$ cat src/rtl/frm_pkg.sv
// Purpose: constants, carriers and state layout of the fault-response and alert manager
// Assumes: 10 MHz system clock, command codes as seen by the bus protocol engine
// Notes: one channel per instance
package frm_pkg;
    // command codes
    localparam logic [7:0] CODE_CLEAR = 8'h03;
    localparam logic [7:0] CODE_MASK = 8'h1b;
    localparam logic [7:0] CODE_OC = 8'h47;
    localparam logic [7:0] CODE_OT = 8'h50;
    localparam logic [7:0] CODE_TON = 8'h63;
    localparam logic [7:0] CODE_SBYTE = 8'h78;
    localparam logic [7:0] CODE_SWORD = 8'h79;
    localparam logic [7:0] CODE_SVOUT = 8'h7a;
    localparam logic [7:0] CODE_SIOUT = 8'h7b;
    localparam logic [7:0] CODE_STEMP = 8'h7d;
    localparam logic [7:0] CODE_SCOMM = 8'h7e;
    localparam logic [7:0] CODE_SMFR = 8'h80;
    localparam logic [7:0] CODE_CHCFG = 8'hd0;
    localparam logic [7:0] CODE_PROP = 8'hd2;
    localparam logic [7:0] CODE_FLI = 8'hd5;
    localparam logic [7:0] CODE_RETRY = 8'hdb;
    // reset values
    localparam logic [7:0] RST_TON = 8'h00;
    localparam logic [7:0] RST_OC = 8'h00;
    localparam logic [7:0] RST_OT = 8'hc0;
    localparam logic [7:0] RST_FLI = 8'hc0;
    localparam logic [7:0] RST_CHCFG = 8'h00;
    localparam logic [15:0] RST_PROP = 16'he0d7;
    localparam logic [15:0] RST_RETRY = 16'h000a;
    localparam logic [7:0] RST_MSK_IOUT = 8'h80;
    localparam logic [7:0] RST_MSK_MFR = 8'h01;
    localparam logic [15:0] PROP_WRITABLE = 16'he0d7;
    // action byte fields and codes
    localparam int RESP_HI = 7;
    localparam int RESP_LO = 6;
    localparam int RETRY_HI = 5;
    localparam int RETRY_LO = 3;
    localparam int DELAY_HI = 2;
    localparam int DELAY_LO = 0;
    localparam logic [1:0] RESP_CONT = 2'h0;
    localparam logic [1:0] RESP_BAD = 2'h1;
    localparam logic [1:0] RESP_TEN = 2'h2;
    localparam logic [1:0] RESP_ELEVEN = 2'h3;
    localparam logic [2:0] RETRY_FOREVER = 3'h7;
    localparam logic [2:0] DELAY_ZERO = 3'h0;
    localparam logic [7:0] FLI_STOP = 8'hc0;
    localparam logic [7:0] FLI_CONT = 8'h00;
    // bit positions
    localparam int PROP_DISCH = 15;
    localparam int PROP_TON = 13;
    localparam int PROP_OT = 7;
    localparam int PROP_OC = 2;
    localparam int SV_TON = 2;
    localparam int SI_OC = 7;
    localparam int ST_OT = 7;
    localparam int SC_CMD = 7;
    localparam int SC_DATA = 6;
    localparam int SM_EXT = 0;
    localparam int CFG_NODISCH = 0;
    localparam int CFG_NOMFR = 1;
    localparam int SB_OFF = 6;
    localparam int SB_IOUT_OC = 4;
    localparam int SB_TEMP = 2;
    localparam int SB_COMM = 1;
    localparam int SB_NOTA = 0;
    localparam int SW_VOUT = 15;
    localparam int SW_IOUT = 14;
    localparam int SW_MFR = 12;
    // input synchroniser lanes
    localparam int SY_ON = 0;
    localparam int SY_TON = 1;
    localparam int SY_OC = 2;
    localparam int SY_OT = 3;
    localparam int SY_ABOVE = 4;
    localparam int SY_FLINE = 5;
    localparam int SYNC_W = 6;
    // fault line idles high; a low reset value would fake an external pull-down
    localparam logic [SYNC_W-1:0] SYNC_IDLE = SYNC_W'(1) << SY_FLINE;
    // timing: one tick per delay step
    localparam int TICK_US = 10;
    localparam int CLK_KHZ = 10000;
    localparam int TICK_CYCLES = TICK_US * CLK_KHZ / 1000;
    localparam int TICK_W = $clog2(TICK_CYCLES);

    typedef enum logic [1:0] {ST_IDLE, ST_RUN, ST_LATCHED, ST_RETRY} frm_chan_t;

    typedef struct packed {
        logic wr;
        logic rd;
        logic [7:0] code;
        logic [15:0] data;
    } frm_cmd_t;

    typedef struct packed {
        logic valid;
        logic [15:0] data;
    } frm_rsp_t;

    typedef struct packed {
        logic [SYNC_W-1:0] sync1;
        logic [SYNC_W-1:0] sync2;
        frm_chan_t st;
        logic [7:0] tonAct;
        logic [7:0] ocAct;
        logic [7:0] otAct;
        logic [7:0] fliAct;
        logic [7:0] chanCfg;
        logic [15:0] propSel;
        logic [15:0] retryIvl;
        logic [7:0] sVout;
        logic [7:0] sIout;
        logic [7:0] sTemp;
        logic [7:0] sComm;
        logic [7:0] sMfr;
        logic extSeen;
        logic [7:0] mVout;
        logic [7:0] mIout;
        logic [7:0] mTemp;
        logic [7:0] mComm;
        logic [7:0] mMfr;
        logic [TICK_W-1:0] tickCnt;
        logic [2:0] ocCnt;
        logic [15:0] retryCnt;
        logic faultDrive;
        logic [1:0] drvHist;
        logic dischHold;
        logic outEn;
        logic limit;
        logic alert;
        frm_rsp_t rsp;
    } frm_state_t;

    localparam frm_state_t STATE_RST = '{sync1: SYNC_IDLE, sync2: SYNC_IDLE,
        st: ST_IDLE, tonAct: RST_TON, ocAct: RST_OC,
        otAct: RST_OT, fliAct: RST_FLI, chanCfg: RST_CHCFG, propSel: RST_PROP,
        retryIvl: RST_RETRY, mIout: RST_MSK_IOUT, mMfr: RST_MSK_MFR, default: '0};
endpackage

$ cat src/rtl/frm_fault_alert.sv
// Purpose: fault responses, fault line sharing and alert generation for one channel
// Assumes: protocol engine delivers decoded commands; detectors and pins are asynchronous
// Notes: fault, alert pins are open drain, enables low while pulling low
`timescale 1ns/10ps
module frm_fault_alert (
    input wire logic clk_sys,
    input wire logic reset,
    input frm_pkg::frm_cmd_t cmd,
    output frm_pkg::frm_rsp_t rsp,
    input wire logic chanOnPin,
    input wire logic tonMaxDet,
    input wire logic overcurrentDet,
    input wire logic overtempDet,
    input wire logic aboveDecayThr,
    input wire logic faultLineIn,
    output logic faultLineOut,
    output logic faultLineOe_n,
    output logic alertOut,
    output logic alertOe_n,
    output logic outputEnable,
    output logic currentLimitActive
);
    import frm_pkg::*;

    frm_state_t s;
    frm_state_t n;
    logic [SYNC_W-1:0] syncIn;
    logic chanOn, tonDet, ocDet, otDet, above, extLow, running, tick;
    logic tonTrip, ocTrip, otTrip, otHold, extStop, latchAny, propHit, condNow;
    logic rejWr, badCmd;
    logic [7:0] statByte;
    logic [15:0] statWord;

    assign syncIn = {faultLineIn, aboveDecayThr, overtempDet, overcurrentDet, tonMaxDet, chanOnPin};

    always_comb begin
        n = s;
        n.sync1 = syncIn;
        n.sync2 = s.sync1;
        chanOn = s.sync2[SY_ON];
        tonDet = s.sync2[SY_TON];
        ocDet = s.sync2[SY_OC];
        otDet = s.sync2[SY_OT];
        above = s.sync2[SY_ABOVE];
        // own pull-down echoes back through the synchroniser for two cycles
        extLow = !s.sync2[SY_FLINE] && !s.faultDrive && (s.drvHist == 2'h0);
        running = (s.st == ST_RUN) && chanOn;
        tick = (s.tickCnt == TICK_W'(TICK_CYCLES - 1));
        n.tickCnt = tick ? '0 : s.tickCnt + 1'b1;
        n.drvHist = {s.drvHist[0], s.faultDrive};
        rejWr = 1'b0;
        badCmd = 1'b0;

        // overcurrent delay; first step may be short by up to one tick
        if (running && ocDet && s.ocAct[RESP_HI:RESP_LO] == RESP_TEN) begin
            if (tick && s.ocCnt != s.ocAct[DELAY_HI:DELAY_LO]) begin
                n.ocCnt = s.ocCnt + 1'b1;
            end
        end else begin
            n.ocCnt = '0;
        end

        tonTrip = running && tonDet && s.tonAct[RESP_HI:RESP_LO] == RESP_TEN;
        ocTrip = running && ocDet && (s.ocAct[RESP_HI:RESP_LO] == RESP_ELEVEN
            || (s.ocAct[RESP_HI:RESP_LO] == RESP_TEN
            && s.ocCnt == s.ocAct[DELAY_HI:DELAY_LO]));
        otTrip = running && otDet && s.otAct[RESP_HI:RESP_LO] == RESP_TEN;
        otHold = chanOn && otDet && s.otAct[RESP_HI:RESP_LO] == RESP_ELEVEN;
        extStop = chanOn && extLow && s.fliAct == FLI_STOP;
        latchAny = (tonTrip && s.tonAct[RETRY_HI:RETRY_LO] != RETRY_FOREVER)
            || (ocTrip && s.ocAct[RETRY_HI:RETRY_LO] != RETRY_FOREVER) || otTrip;
        propHit = (tonTrip && s.propSel[PROP_TON]) || (ocTrip && s.propSel[PROP_OC])
            || ((otTrip || otHold) && s.propSel[PROP_OT])
            || (chanOn && s.dischHold && s.propSel[PROP_DISCH]);
        condNow = tonDet || ocDet || otDet;

        case (s.st)
            ST_IDLE: begin
                if (chanOn) begin
                    n.st = ST_RUN;
                    n.dischHold = above && !s.chanCfg[CFG_NODISCH];
                end
            end
            ST_RUN: begin
                if (tonTrip || ocTrip || otTrip) begin
                    n.st = latchAny ? ST_LATCHED : ST_RETRY;
                    n.retryCnt = '0;
                end
            end
            ST_RETRY: begin
                if (tick) begin
                    if (s.retryCnt >= s.retryIvl) begin
                        n.retryCnt = '0;
                        if (!condNow) begin
                            n.st = ST_RUN;
                            n.faultDrive = 1'b0;
                        end
                    end else begin
                        n.retryCnt = s.retryCnt + 1'b1;
                    end
                end
            end
            default: begin
            end
        endcase
        if (!above) begin
            n.dischHold = 1'b0;
        end
        if (propHit) begin
            n.faultDrive = 1'b1;
        end
        if (!chanOn) begin
            n.st = ST_IDLE;
            n.faultDrive = 1'b0;
            n.dischHold = 1'b0;
        end
        n.outEn = running && !otHold && !extStop && !s.dischHold;
        n.limit = running && ocDet && (s.ocAct[RESP_HI:RESP_LO] == RESP_CONT
            || s.ocAct[RESP_HI:RESP_LO] == RESP_TEN);

        // summaries are derived, never stored
        statWord = '0;
        statWord[SW_VOUT] = |s.sVout;
        statWord[SW_IOUT] = |s.sIout;
        statWord[SW_MFR] = |s.sMfr || |s.sTemp || s.extSeen;
        statByte = '0;
        statByte[SB_OFF] = !s.outEn;
        statByte[SB_IOUT_OC] = s.sIout[SI_OC];
        statByte[SB_TEMP] = |s.sTemp;
        statByte[SB_COMM] = |s.sComm;
        statByte[SB_NOTA] = |statWord[15:12];
        statWord[7:0] = statByte;

        // writes; refused ones leave stored values alone
        if (cmd.wr) begin
            if (cmd.code == CODE_CLEAR) begin
                n.sVout = '0;
                n.sIout = '0;
                n.sTemp = '0;
                n.sComm = '0;
                n.sMfr = '0;
                n.extSeen = 1'b0;
            end else if (cmd.code == CODE_TON) begin
                if (cmd.data[RESP_LO]
                    || cmd.data[DELAY_HI:DELAY_LO] != DELAY_ZERO) begin
                    rejWr = 1'b1;
                end else begin
                    n.tonAct = cmd.data[7:0];
                end
            end else if (cmd.code == CODE_OC) begin
                if (cmd.data[RESP_HI:RESP_LO] == RESP_BAD) begin
                    rejWr = 1'b1;
                end else begin
                    n.ocAct = cmd.data[7:0];
                end
            end else if (cmd.code == CODE_OT) begin
                if (!cmd.data[RESP_HI]
                    || cmd.data[RETRY_HI:RETRY_LO] == RETRY_FOREVER) begin
                    rejWr = 1'b1;
                end else begin
                    n.otAct = cmd.data[7:0];
                end
            end else if (cmd.code == CODE_FLI) begin
                if (cmd.data[7:0] != FLI_STOP && cmd.data[7:0] != FLI_CONT) begin
                    rejWr = 1'b1;
                end else begin
                    n.fliAct = cmd.data[7:0];
                end
            end else if (cmd.code == CODE_PROP) begin
                n.propSel = cmd.data & PROP_WRITABLE;
            end else if (cmd.code == CODE_CHCFG) begin
                n.chanCfg = cmd.data[7:0];
            end else if (cmd.code == CODE_RETRY) begin
                n.retryIvl = cmd.data;
            end else if (cmd.code == CODE_SVOUT) begin
                n.sVout = s.sVout & ~cmd.data[7:0];
            end else if (cmd.code == CODE_SIOUT) begin
                n.sIout = s.sIout & ~cmd.data[7:0];
            end else if (cmd.code == CODE_STEMP) begin
                n.sTemp = s.sTemp & ~cmd.data[7:0];
            end else if (cmd.code == CODE_SCOMM) begin
                n.sComm = s.sComm & ~cmd.data[7:0];
            end else if (cmd.code == CODE_SMFR) begin
                n.sMfr = s.sMfr & ~cmd.data[7:0];
                n.extSeen = s.extSeen && !cmd.data[SM_EXT];
            end else if (cmd.code == CODE_SBYTE || cmd.code == CODE_SWORD) begin
                n.sComm = s.sComm; // derived summaries hold nothing to clear
            end else if (cmd.code == CODE_MASK) begin
                if (cmd.data[15:8] == CODE_SVOUT) begin
                    n.mVout = cmd.data[7:0];
                end else if (cmd.data[15:8] == CODE_SIOUT) begin
                    n.mIout = cmd.data[7:0];
                end else if (cmd.data[15:8] == CODE_STEMP) begin
                    n.mTemp = cmd.data[7:0];
                end else if (cmd.data[15:8] == CODE_SCOMM) begin
                    n.mComm = cmd.data[7:0];
                end else if (cmd.data[15:8] == CODE_SMFR) begin
                    n.mMfr = cmd.data[7:0];
                end else begin
                    rejWr = 1'b1;
                end
            end else begin
                badCmd = 1'b1;
            end
        end

        // reads answer one cycle later
        n.rsp.valid = cmd.rd;
        n.rsp.data = '0;
        if (cmd.rd) begin
            if (cmd.code == CODE_TON) begin
                n.rsp.data = {8'h00, s.tonAct};
            end else if (cmd.code == CODE_OC) begin
                n.rsp.data = {8'h00, s.ocAct};
            end else if (cmd.code == CODE_OT) begin
                n.rsp.data = {8'h00, s.otAct};
            end else if (cmd.code == CODE_FLI) begin
                n.rsp.data = {8'h00, s.fliAct};
            end else if (cmd.code == CODE_PROP) begin
                n.rsp.data = s.propSel;
            end else if (cmd.code == CODE_CHCFG) begin
                n.rsp.data = {8'h00, s.chanCfg};
            end else if (cmd.code == CODE_RETRY) begin
                n.rsp.data = s.retryIvl;
            end else if (cmd.code == CODE_SBYTE) begin
                n.rsp.data = {8'h00, statByte};
            end else if (cmd.code == CODE_SWORD) begin
                n.rsp.data = statWord;
            end else if (cmd.code == CODE_SVOUT) begin
                n.rsp.data = {8'h00, s.sVout};
            end else if (cmd.code == CODE_SIOUT) begin
                n.rsp.data = {8'h00, s.sIout};
            end else if (cmd.code == CODE_STEMP) begin
                n.rsp.data = {8'h00, s.sTemp};
            end else if (cmd.code == CODE_SCOMM) begin
                n.rsp.data = {8'h00, s.sComm};
            end else if (cmd.code == CODE_SMFR) begin
                n.rsp.data = {8'h00, s.sMfr};
            end else begin
                badCmd = 1'b1;
            end
        end

        // sets come after clears so a same-cycle event is never lost
        if (rejWr) begin
            n.sComm[SC_DATA] = 1'b1;
        end
        if (badCmd) begin
            n.sComm[SC_CMD] = 1'b1;
        end
        if (tonDet) begin
            n.sVout[SV_TON] = 1'b1;
        end
        if (ocDet) begin
            n.sIout[SI_OC] = 1'b1;
        end
        if (otDet) begin
            n.sTemp[ST_OT] = 1'b1;
        end
        if (extLow) begin
            n.extSeen = 1'b1;
            if (!s.chanCfg[CFG_NOMFR]) begin
                n.sMfr[SM_EXT] = 1'b1;
            end
        end

        // only the detail registers feed alert, so summaries inherit their masks
        n.alert = |(s.sVout & ~s.mVout) || |(s.sIout & ~s.mIout)
            || |(s.sTemp & ~s.mTemp) || |(s.sComm & ~s.mComm)
            || |(s.sMfr & ~s.mMfr & {7'h00, !s.chanCfg[CFG_NODISCH]});
    end

    always_ff @(posedge clk_sys or posedge reset) begin
        if (reset) begin
            s <= STATE_RST;
        end else begin
            s <= n;
        end
    end

    assign rsp = s.rsp;
    assign faultLineOut = 1'b0;
    assign faultLineOe_n = !s.faultDrive;
    assign alertOut = 1'b0;
    assign alertOe_n = !s.alert;
    assign outputEnable = s.outEn;
    assign currentLimitActive = s.limit;
endmodule // frm_fault_alert

$ cat config.mk
export PLATFORM = sky130hd
export DESIGN_NAME = frm_fault_alert
export DESIGN_NICKNAME = d
export VERILOG_FILES = /design/src/rtl/frm_pkg.sv /design/src/rtl/frm_fault_alert.sv
export SDC_FILE = /design/constraint.sdc
export NUM_CORES = 1
export LEC_CHECK = 0
export BUFFER_PORTS_ARGS = -buffer_cell sky130_fd_sc_hd__buf_2
export CORE_ASPECT_RATIO = 1.75
export CORE_MARGIN = 3
export CORE_UTILIZATION = 66
export DETAILED_ROUTE_END_ITERATION = 12
export GPL_ROUTABILITY_DRIVEN = 0
export PLACE_DENSITY_LB_ADDON = 0.25
export RECOVER_POWER = 100
export SYNTH_ARGS = -nofsm -noshare
export SYNTH_HDL_FRONTEND = slang
export SYNTH_SLANG_ARGS = --single-unit
$ cat constraint.sdc
create_clock -name clk_sys -period 8.26 [get_ports clk_sys]
set_clock_uncertainty 0.1 [all_clocks]
set_input_delay 0 -clock clk_sys [delete_from_list [all_inputs] [get_ports clk_sys]]
set_output_delay 0 -clock clk_sys [all_outputs]
set_load 0.1 [all_outputs]
; Yosys cells after proc, flatten, opt, wreduce, memory -nomap -nowiden
; Cells that the tools add are included.
[word_totals]
output_inout_bits = 23
input_bits = 34
reg_bits = 210
[op_classes]
reduce_logical = 121
n_addsub = 3
n_bitwise = 39
muxes = 131
n_lt_le_gt_ge = 1
eq_ne = 116
[op_table]
columns = op, count
row1 = two-way mux 81 bit, 7
row2 = two-way mux 16 bit, 13
row3 = "!= test 3 bit, second input constant", 61
row4 = two-way mux 40 bit, 4
row5 = two-way mux 8 bit, 15
row6 = "== test 8 x 7 -> 1 bit, second input constant", 13
row7 = AND 8 bit, 10
row8 = OR reduction 8 bit, 10
row9 = two-way mux 76 bit, 1
row10 = two-way mux 73 bit, 1
row11 = two-way mux 1 bit, 71
row12 = two-way mux 65 bit, 1
row13 = two-way mux 57 bit, 1
row14 = "== test 8 bit, second input constant", 7
row15 = two-way mux 49 bit, 1
row16 = inverter 8 bit, 6
row17 = two-way mux 41 bit, 1
row18 = AND reduction 12 bit, 3
row19 = two-way mux 32 bit, 1
row20 = one-hot mux 16 bit (2 select lines), 1
row21 = logical AND 1 bit, 30
row22 = AND reduction 9 bit, 3
row23 = AND reduction 13 bit, 2
row24 = two-way mux 24 bit, 1
row25 = other kinds (46), 147

; Logic depth before layout (Yosys ltp)
; Gate-level depths: netlist of run 1.
[depth]
word_depth = 34
ltp_mapped = 10
depth_no_buf = 8

; Worst setup path after synthesis of run 1
; Ideal clock, no wire load.
[synth_timing]
path_type = register -> register
start = reg s[35] (netlist name)
end = reg s[31] (netlist name)
required_ns = 8.094
period_less_slack_ns = 2.367
setup_slack_ns = 5.893
arrival_ns = 2.201
path_stages_with_launch = 9
path_cell_list = dfrtp_1 ha_1 a21oi_1 o21ai_0 a2111oi_0 a21oi_1 nor2_1 buf_2 a22o_1
[synth_via]
elab_chain_cells = 4
[synth_lines]
columns = element, line_no
row1 = from (decl), frm_fault_alert.sv:25  ; frm_state_t s;
row2 = from (signal assigned), frm_fault_alert.sv:277  ; s <= n;
row3 = >= comparator 16 bit, frm_fault_alert.sv:92  ; if (s.retryCnt >= s.retryIvl) begin
row4 = two-way mux 16 bit, frm_fault_alert.sv:92
row5 = two-way mux 17 bit, frm_fault_alert.sv:91  ; if (tick) begin
row6 = one-hot mux 16 bit (2 select lines), frm_fault_alert.sv:77  ; case (s.st)
; Every way passes these cells. The select of a mux whose other input is x is not followed.
; A chain may end at the register's enable or synchronous reset.

==> flow_summary.toml, run 1 <==
[outcome]
status = "complete, but fails checks"
violations = "max-capacitance violations, max-slew violations"

[sta]
setup_violations = 0
min_period_ns = 4.47
fin_ws_ns = 3.79
hold_viol = 0
rsz0062_at_grt = "false"
maxClockFrequency_mhz = 224
fin_crit_sh = 0.541
slew_headroom = -2.64
whs_ns = 0.0322
worst_slew_pin_slew_ns = 5.43
finalSetupTns_ns = 0
drv_slew = 179

[detailed_routing]
drc = 0
vias_per_cell = 6.98
num_vias = 9145
routed_wl_mm = 33.8
first_iter_violations = 1142
avgRoutedWirePerCell_um = 25.8
ant_nets = 0
dr.pass1.iters = 8

[synthesis]
synth_flop_cell = "dfrtp_1"
synth_seq_cells = 203
synthXorXnorAreaFrac = 0.00807
synth_area_mm2 = 0.0109
synth_simple_gate_area_frac = 0.176
ys_warn_count = 0
synth_area_leaders = "dfrtp_1 (42%), mux2_2 (8.0%), dfstp_2 (4.6%)"
yosysUniqueCellTypes = 93
synth-edff-count = 0
synth_top_family_by_area = "simple AND/OR/NAND/NOR gates"
synth-seq-area-share = 0.470
synth_top_area_cell = "dfrtp_1"
synthArstFlopShare = 1.00
synth.top_cell.area_share = 0.424
avgSynthCellArea_um2 = 10.1
synthMuxAreaShare = 0.0979
synth_cells = 1070
synth_compound_area_frac = 0.164
yosys.area_share.adder = 0.0254

[power_and_ir_drop]
p_sw_frac = 0.274
p_comb_frac = 0.126
max-vdd-ir-drop_v = 0.000191
pwr-share-clk = 0.405
p_switching_w = 0.000617
pwr-share-seq = 0.469
p_leak_nw = 5.35
p_int_w = 0.00163
cellPowerDensity_mw_per_mm2 = 191

[global_routing]
grt_pass1_wl_mm = 51.6
grt_max_degree = 127
overflow = 0
antenna_found_initial = 1
grt_pass1_vias = 8974
grtUsageTotal = 0.381

[worst_setup_path]
path_class = "primary input to async pin"
r2r-end = "s[24]"
arrival_ns = 4.87
cp-startpoint = "reset"
endpoint_kind = "async pin"
reg2reg_slack_ns = 4.85
cp_max_fo = 126
r2r-start = "s[35]"
ff2ff_path_depth = 8
crit_required_ns = 8.66
endpoint = "rsp[15]"
worst_setup_path_start_kind = "primary input"

[floorplanning]
die_h_um = 176
row_count = 61
io_pins = 57
die_area_mm2 = 0.0181
fp.coreArea_mm2 = 0.0160
initial_core_util = 0.677
die_w_um = 103

[placement]
hpwl_mm = 23.4
dp_slack_ns = 5.06
portBuffers = 54
place_inst = 1251

[cts]
clkLatencyLatePin_ns = 0.51
numCtsBuffers = 20
htree_levels = 1
cts_tree = "yes"
cts-root-buf = "clkbuf_16"
cts.path.max_buffers = 3
cts.reportedPaths.clkPinSlew_ns = 0.06
clock_sinks = 203

[final_layout]
drive_above_1_share = 0.156
instances_no_fill = 1311
antenna-diode-count = 0
fill_cells = 1178
final_common_cell = "dfrtp_1"
final_cell_mix = "dfrtp_1 (184), nand2_1 (84), nor2_1 (81), mux2_2 (76), inv_1 (63)"
final_nets = 1165
area_growth_pct = 8.45

[flow_run]
max_cap_viol_count = 3

[worst_hold_path]
worstHoldPathType = "primary input to flip-flop"
## worst min path at each step
| stage | from | to | slack, ns | cells past startpoint |
|---|---|---|---|---|
| after global placement | chanOnPin | n[205] | 0.008 | 1 |
| final | tonMaxDet | n[206] | 0.03 | 2 |
| after global routing | overtempDet | n[208] | 0.05 | 2 |
| after CTS | overtempDet | n[208] | 0.03 | 2 |
| after floorplan | faultLineIn | n[210] | -0.1 | 0 |
| after detailed placement | faultLineIn | n[210] | 0.008 | 1 |
## what timing repair did
item,CTS,global route
endpoints found under the hold margin,206,0
resized for setup,0,0
buffers inserted,0,0
hold buffers,25,0
endpoints found under the setup margin,0,0
## sequential cells by signal (all words and copies together) (netlist names)
| name | cells |
|---|---|
| otDet | 1 |
| above | 1 |
| n | 8 |
| s | 172 |
| ocDet | 1 |
| chanOn | 1 |
| outputEnable | 1 |
| currentLimitActive | 1 |
| rsp | 17 |
## power groups by stage
stage | Sequential (W) | Combinational (W) | Clock [W]
6_report | 0.00105 | 0.000283 | 0.000910
5_1_grt | 0.00106 | 0.000307 | 0.000963
4_1_cts | 0.00105 | 0.000284 | 0.000916
3_5_place_dp | 0.00107 | 0.000273 | 0
3_3_place_gp | 0.00107 | 0.000266 | 0
2_1_floorplan | 0.00107 | 0.000188 | 0
## worst max-delay path: stages
cell	delay (ns)
dlygate4sd3_1	0.53
buf_2	0.12
clkinvlp_2	3.00
buf_4	1.12
## per-stage QoR
| stage | utilization | area [µm²] | power [W] |
|---|---|---|---|
| 4_1_cts | 0.746 | 12000 | 0.00225 |
| 2_1_floorplan | - | 10900 | 0.00126 |
| 6_report | 0.734 | 11800 | 0.00225 |
| 5_1_grt | 0.734 | 11800 | 0.00233 |
| 3_3_place_gp | 0.689 | 11000 | 0.00134 |
| 3_5_place_dp | 0.689 | 11000 | 0.00134 |
## cell type report
cell class / instances / area [µm²] / area share
repair buffers: 84 / 519 / 0.0441
flip-flops and latches: 203 / 5100 / 0.434
clock buffers: 24 / 556 / 0.0472
inverters: 64 / 241 / 0.0205
well taps: 189 / 236 / 0.0201
multi-input cells: 736 / 5000 / 0.425
clock inverters: 11 / 113 / 0.00957
## synthesized netlist by cell type (5+ instances only)
cell type,instances
dfstp_2,19
nor2_1,79
and3_1,12
a31oi_1,8
mux2i_1,9
or3_1,7
inv_1,64
nor3_1,30
a22oi_1,5
a221o_1,6
and2_1,6
buf_2,9
dfrtp_1,184
buf_4,26
clkbuf_1,28
a21o_1,10
o221ai_1,5
a22o_1,14
nor2b_1,27
o21a_1,28
o22ai_1,24
a211oi_1,11
ha_1,22
a221oi_1,7
a21oi_1,33
nand3_1,21
nand2_1,83
nor4_1,18
o21ai_0,58
mux2_2,77
nand2b_1,14
mux2_4,7
nand4_1,11
xor2_1,7
a21boi_0,5
## cell families after synthesis
family	count (synthesis)
AND/OR/NAND/NOR	354
AO/OA/AOI/OAI	255
flip-flops	203
buffers and inverters	132
multiplexers	93
adder cells (fa/ha/maj)	22
XOR/XNOR	10
other	1
## layer usage
layer,track usage,wire length (µm)
met4,0.288,3530
met1,0.424,10900
met5,0,10
met3,0.0831,3000
met2,0.621,16400
Power figures use the tool's default switching activity.
==> inputs of run 2 (changes only) <==
--- a/config.mk
+++ b/config.mk
@@ -8,7 +8,7 @@
 export BUFFER_PORTS_ARGS = -buffer_cell sky130_fd_sc_hd__buf_2
 export CORE_ASPECT_RATIO = 1.75
 export CORE_MARGIN = 3
-export CORE_UTILIZATION = 66
+export CORE_UTILIZATION = 62
 export DETAILED_ROUTE_END_ITERATION = 12
 export GPL_ROUTABILITY_DRIVEN = 0
 export PLACE_DENSITY_LB_ADDON = 0.25
==> constraint.sdc (replaced) <==
create_clock -name clk_sys -period 4.5 [get_ports clk_sys]
set_clock_uncertainty 0.1 [all_clocks]
set_input_delay 0 -clock clk_sys [delete_from_list [all_inputs] [get_ports clk_sys]]
set_output_delay 0 -clock clk_sys [all_outputs]
set_load 0.1 [all_outputs]
==> run 2 against run 1 <==
The flow still finishes with violations (max-capacitance violations, max-slew violations). Core utilization down 3.4 points. Routed wire length up 0.40%. Die area up 6.2%. Critical endpoint is now s[86]. Sequential cell count unchanged. Largest power group unchanged. Critical path type is now primary input to flip-flop. Largest cell class unchanged. Highest routed layer is now met4. First-iteration DRC count down 4.0%. Non-clock buffer count up 5. Worst hold slack worse by 0.0043 ns.
==> flow_summary.toml, run 2 (synthesis gave the netlist of run 1 again) <==
[worst_setup_path]
ff2ff_path_depth = 8
arrival_ns = 4.02
crit_required_ns = 4.78
cp_top_family = "simple AND/OR/NAND/NOR gates"
worst_setup_path_start_kind = "primary input"
path_class = "primary input to flip-flop"
r2r-end = "s[24]"
path_buf_inv = 1
endpoint_kind = "flip-flop"
r2r-start = "s[35]"
crit_slowest_cell = "clkbuf_1"
crit_path_max_incr_delay_ns = 1.32
reg2reg_slack_ns = 1.12
cp_cell_sequence = "clkbuf_1 -> nand4bb_1 -> or2_0 -> and4_1 -> o21ai_0 -> or3b_1 -> mux2_1"
cp_max_fo = 42

[power_and_ir_drop]
cellPowerDensity_mw_per_mm2 = 358
pwr-share-clk = 0.423
pwr-share-seq = 0.453
p_comb_frac = 0.124
p_leak_nw = 5.39
p_switching_w = 0.00114
max-vdd-ir-drop_v = 0.000373
p_int_w = 0.00313
p_sw_frac = 0.268

[global_routing]
antenna_found_initial = 0
grt_max_degree = 159
grt_pass1_vias = 9118
grtUsageTotal = 0.356
overflow = 0
grt_pass1_wl_mm = 52.2

[floorplanning]
row_count = 63
die_area_mm2 = 0.0192
initial_core_util = 0.637
io_pins = 57
die_w_um = 106
die_h_um = 181
fp.coreArea_mm2 = 0.0170

[placement]
portBuffers = 54
place_inst = 1294
hpwl_mm = 23.9
place_area_mm2 = 0.0111

[cts]
numCtsBuffers = 20
htree_levels = 1
cts_tree = "yes"
cts.reportedPaths.clkPinSlew_ns = 0.06
clkLatencyLatePin_ns = 0.51
cts.path.max_buffers = 3
cts-root-buf = "clkbuf_16"
cts_resized = 0
post_cts_buffers = 0
cts_hold_buffers = 25
clock_sinks = 203

[detailed_routing]
drc = 0
num_vias = 9215
first_iter_violations = 1096
avgRoutedWirePerCell_um = 25.0
routed_wl_mm = 33.9
ant_nets = 0
dr.pass1.iters = 9
vias_per_cell = 6.80

[final_layout]
final_common_cell = "dfrtp_1"
top_register = "s"
antenna-diode-count = 0
final_cell_mix = "dfrtp_1 (184), nand2_1 (84), nor2_1 (81), mux2_2 (75), inv_1 (63)"
final_nets = 1170
drive_above_1_share = 0.154
instances_no_fill = 1355
area_growth_pct = 9.94
fin_area_mm2 = 0.0119
fill_cells = 1341
largest_reg_flops = 172

[sta]
drv_slew = 89
min_period_ns = 3.74
slew_headroom = -0.580
maxClockFrequency_mhz = 267
finalSetupTns_ns = 0
setup_violations = 0
hold_viol = 0
worst_slew_pin_slew_ns = 2.37
fin_crit_sh = 0.832
rsz0062_at_grt = "false"

[outcome]
status = "complete, but fails checks"
violations = "max-capacitance violations, max-slew violations"

[flow_run]
max_cap_viol_count = 2

[worst_hold_path]
min_to = "n[208]"
worstHoldPathType = "primary input to flip-flop"
min-delay-start = "overtempDet"
holdPathStages = 2
==> run 2: area by class of cell <==
type | count | area [µm²] | area share
Sequential cell | 203 | 5100 | 0.428
Multi-Input combinational cell | 736 | 5030 | 0.422
Timing Repair Buffer | 89 | 559 | 0.0469
Clock buffer | 25 | 529 | 0.0444
Tap cell | 227 | 284 | 0.0238
Inverter | 64 | 241 | 0.0202
Clock inverter | 11 | 184 | 0.0154
==> run 2: power groups by stage <==
stage	clock network [W]	logic (W)	registers, W
2_1_floorplan	0	0.000345	0.00197
3_3_place_gp	0	0.000495	0.00196
3_5_place_dp	0	0.000508	0.00196
4_1_cts	0.00181	0.000527	0.00193
5_1_grt	0.00189	0.000572	0.00194
6_report	0.00181	0.000529	0.00193
==> run 2: how the worst max path moves through the flow <==
stage               startpoint  endpoint  slack (ns)  depth (start not counted)
CTS                      s[35]     s[24]        1.35                          8
detailed placement       s[35]     s[24]        1.37                          8
global placement         s[35]     s[24]        1.48                          8
finish                 cmd[17]     s[86]        0.76                          7
global route           cmd[17]    s[114]        0.65                          6
floorplan                reset     above        1.79                          1
==> run 2: stage by stage <==
stage | utilization | total power [W] | hold WS (ns) | setup WS (ns)
2_1_floorplan | - | 0.00232 | -0.0955 | 1.79
3_3_place_gp | 0.654 | 0.00246 | 0.00725 | 1.48
3_5_place_dp | 0.654 | 0.00247 | 0.0102 | 1.37
4_1_cts | 0.710 | 0.00427 | 0.0294 | 1.35
5_1_grt | 0.701 | 0.00440 | 0.0446 | 0.653
6_report | 0.701 | 0.00427 | 0.0279 | 0.758
==> run 2: worst register-to-register path, delay by kind of cell, from the launching register on <==
kind / cells / cell delay [ns]
AND/OR/NAND/NOR: 1 / 0.76
AO/OA/AOI/OAI: 4 / 1.08
multiplexers: 1 / 0.29
adder cells (fa/ha/maj): 1 / 0.35
flip-flops: 1 / 0.42
buffers and inverters: 1 / 0.33
==> run 2: metal layers <==
layer  up-vias  global-route usage  wire, µm
met1      4421               0.410     11500
li1       3953                   -         -
met2       620               0.605     16700
met3       221              0.0526      2720
met4         0               0.243      2990
met5         -                   0         0
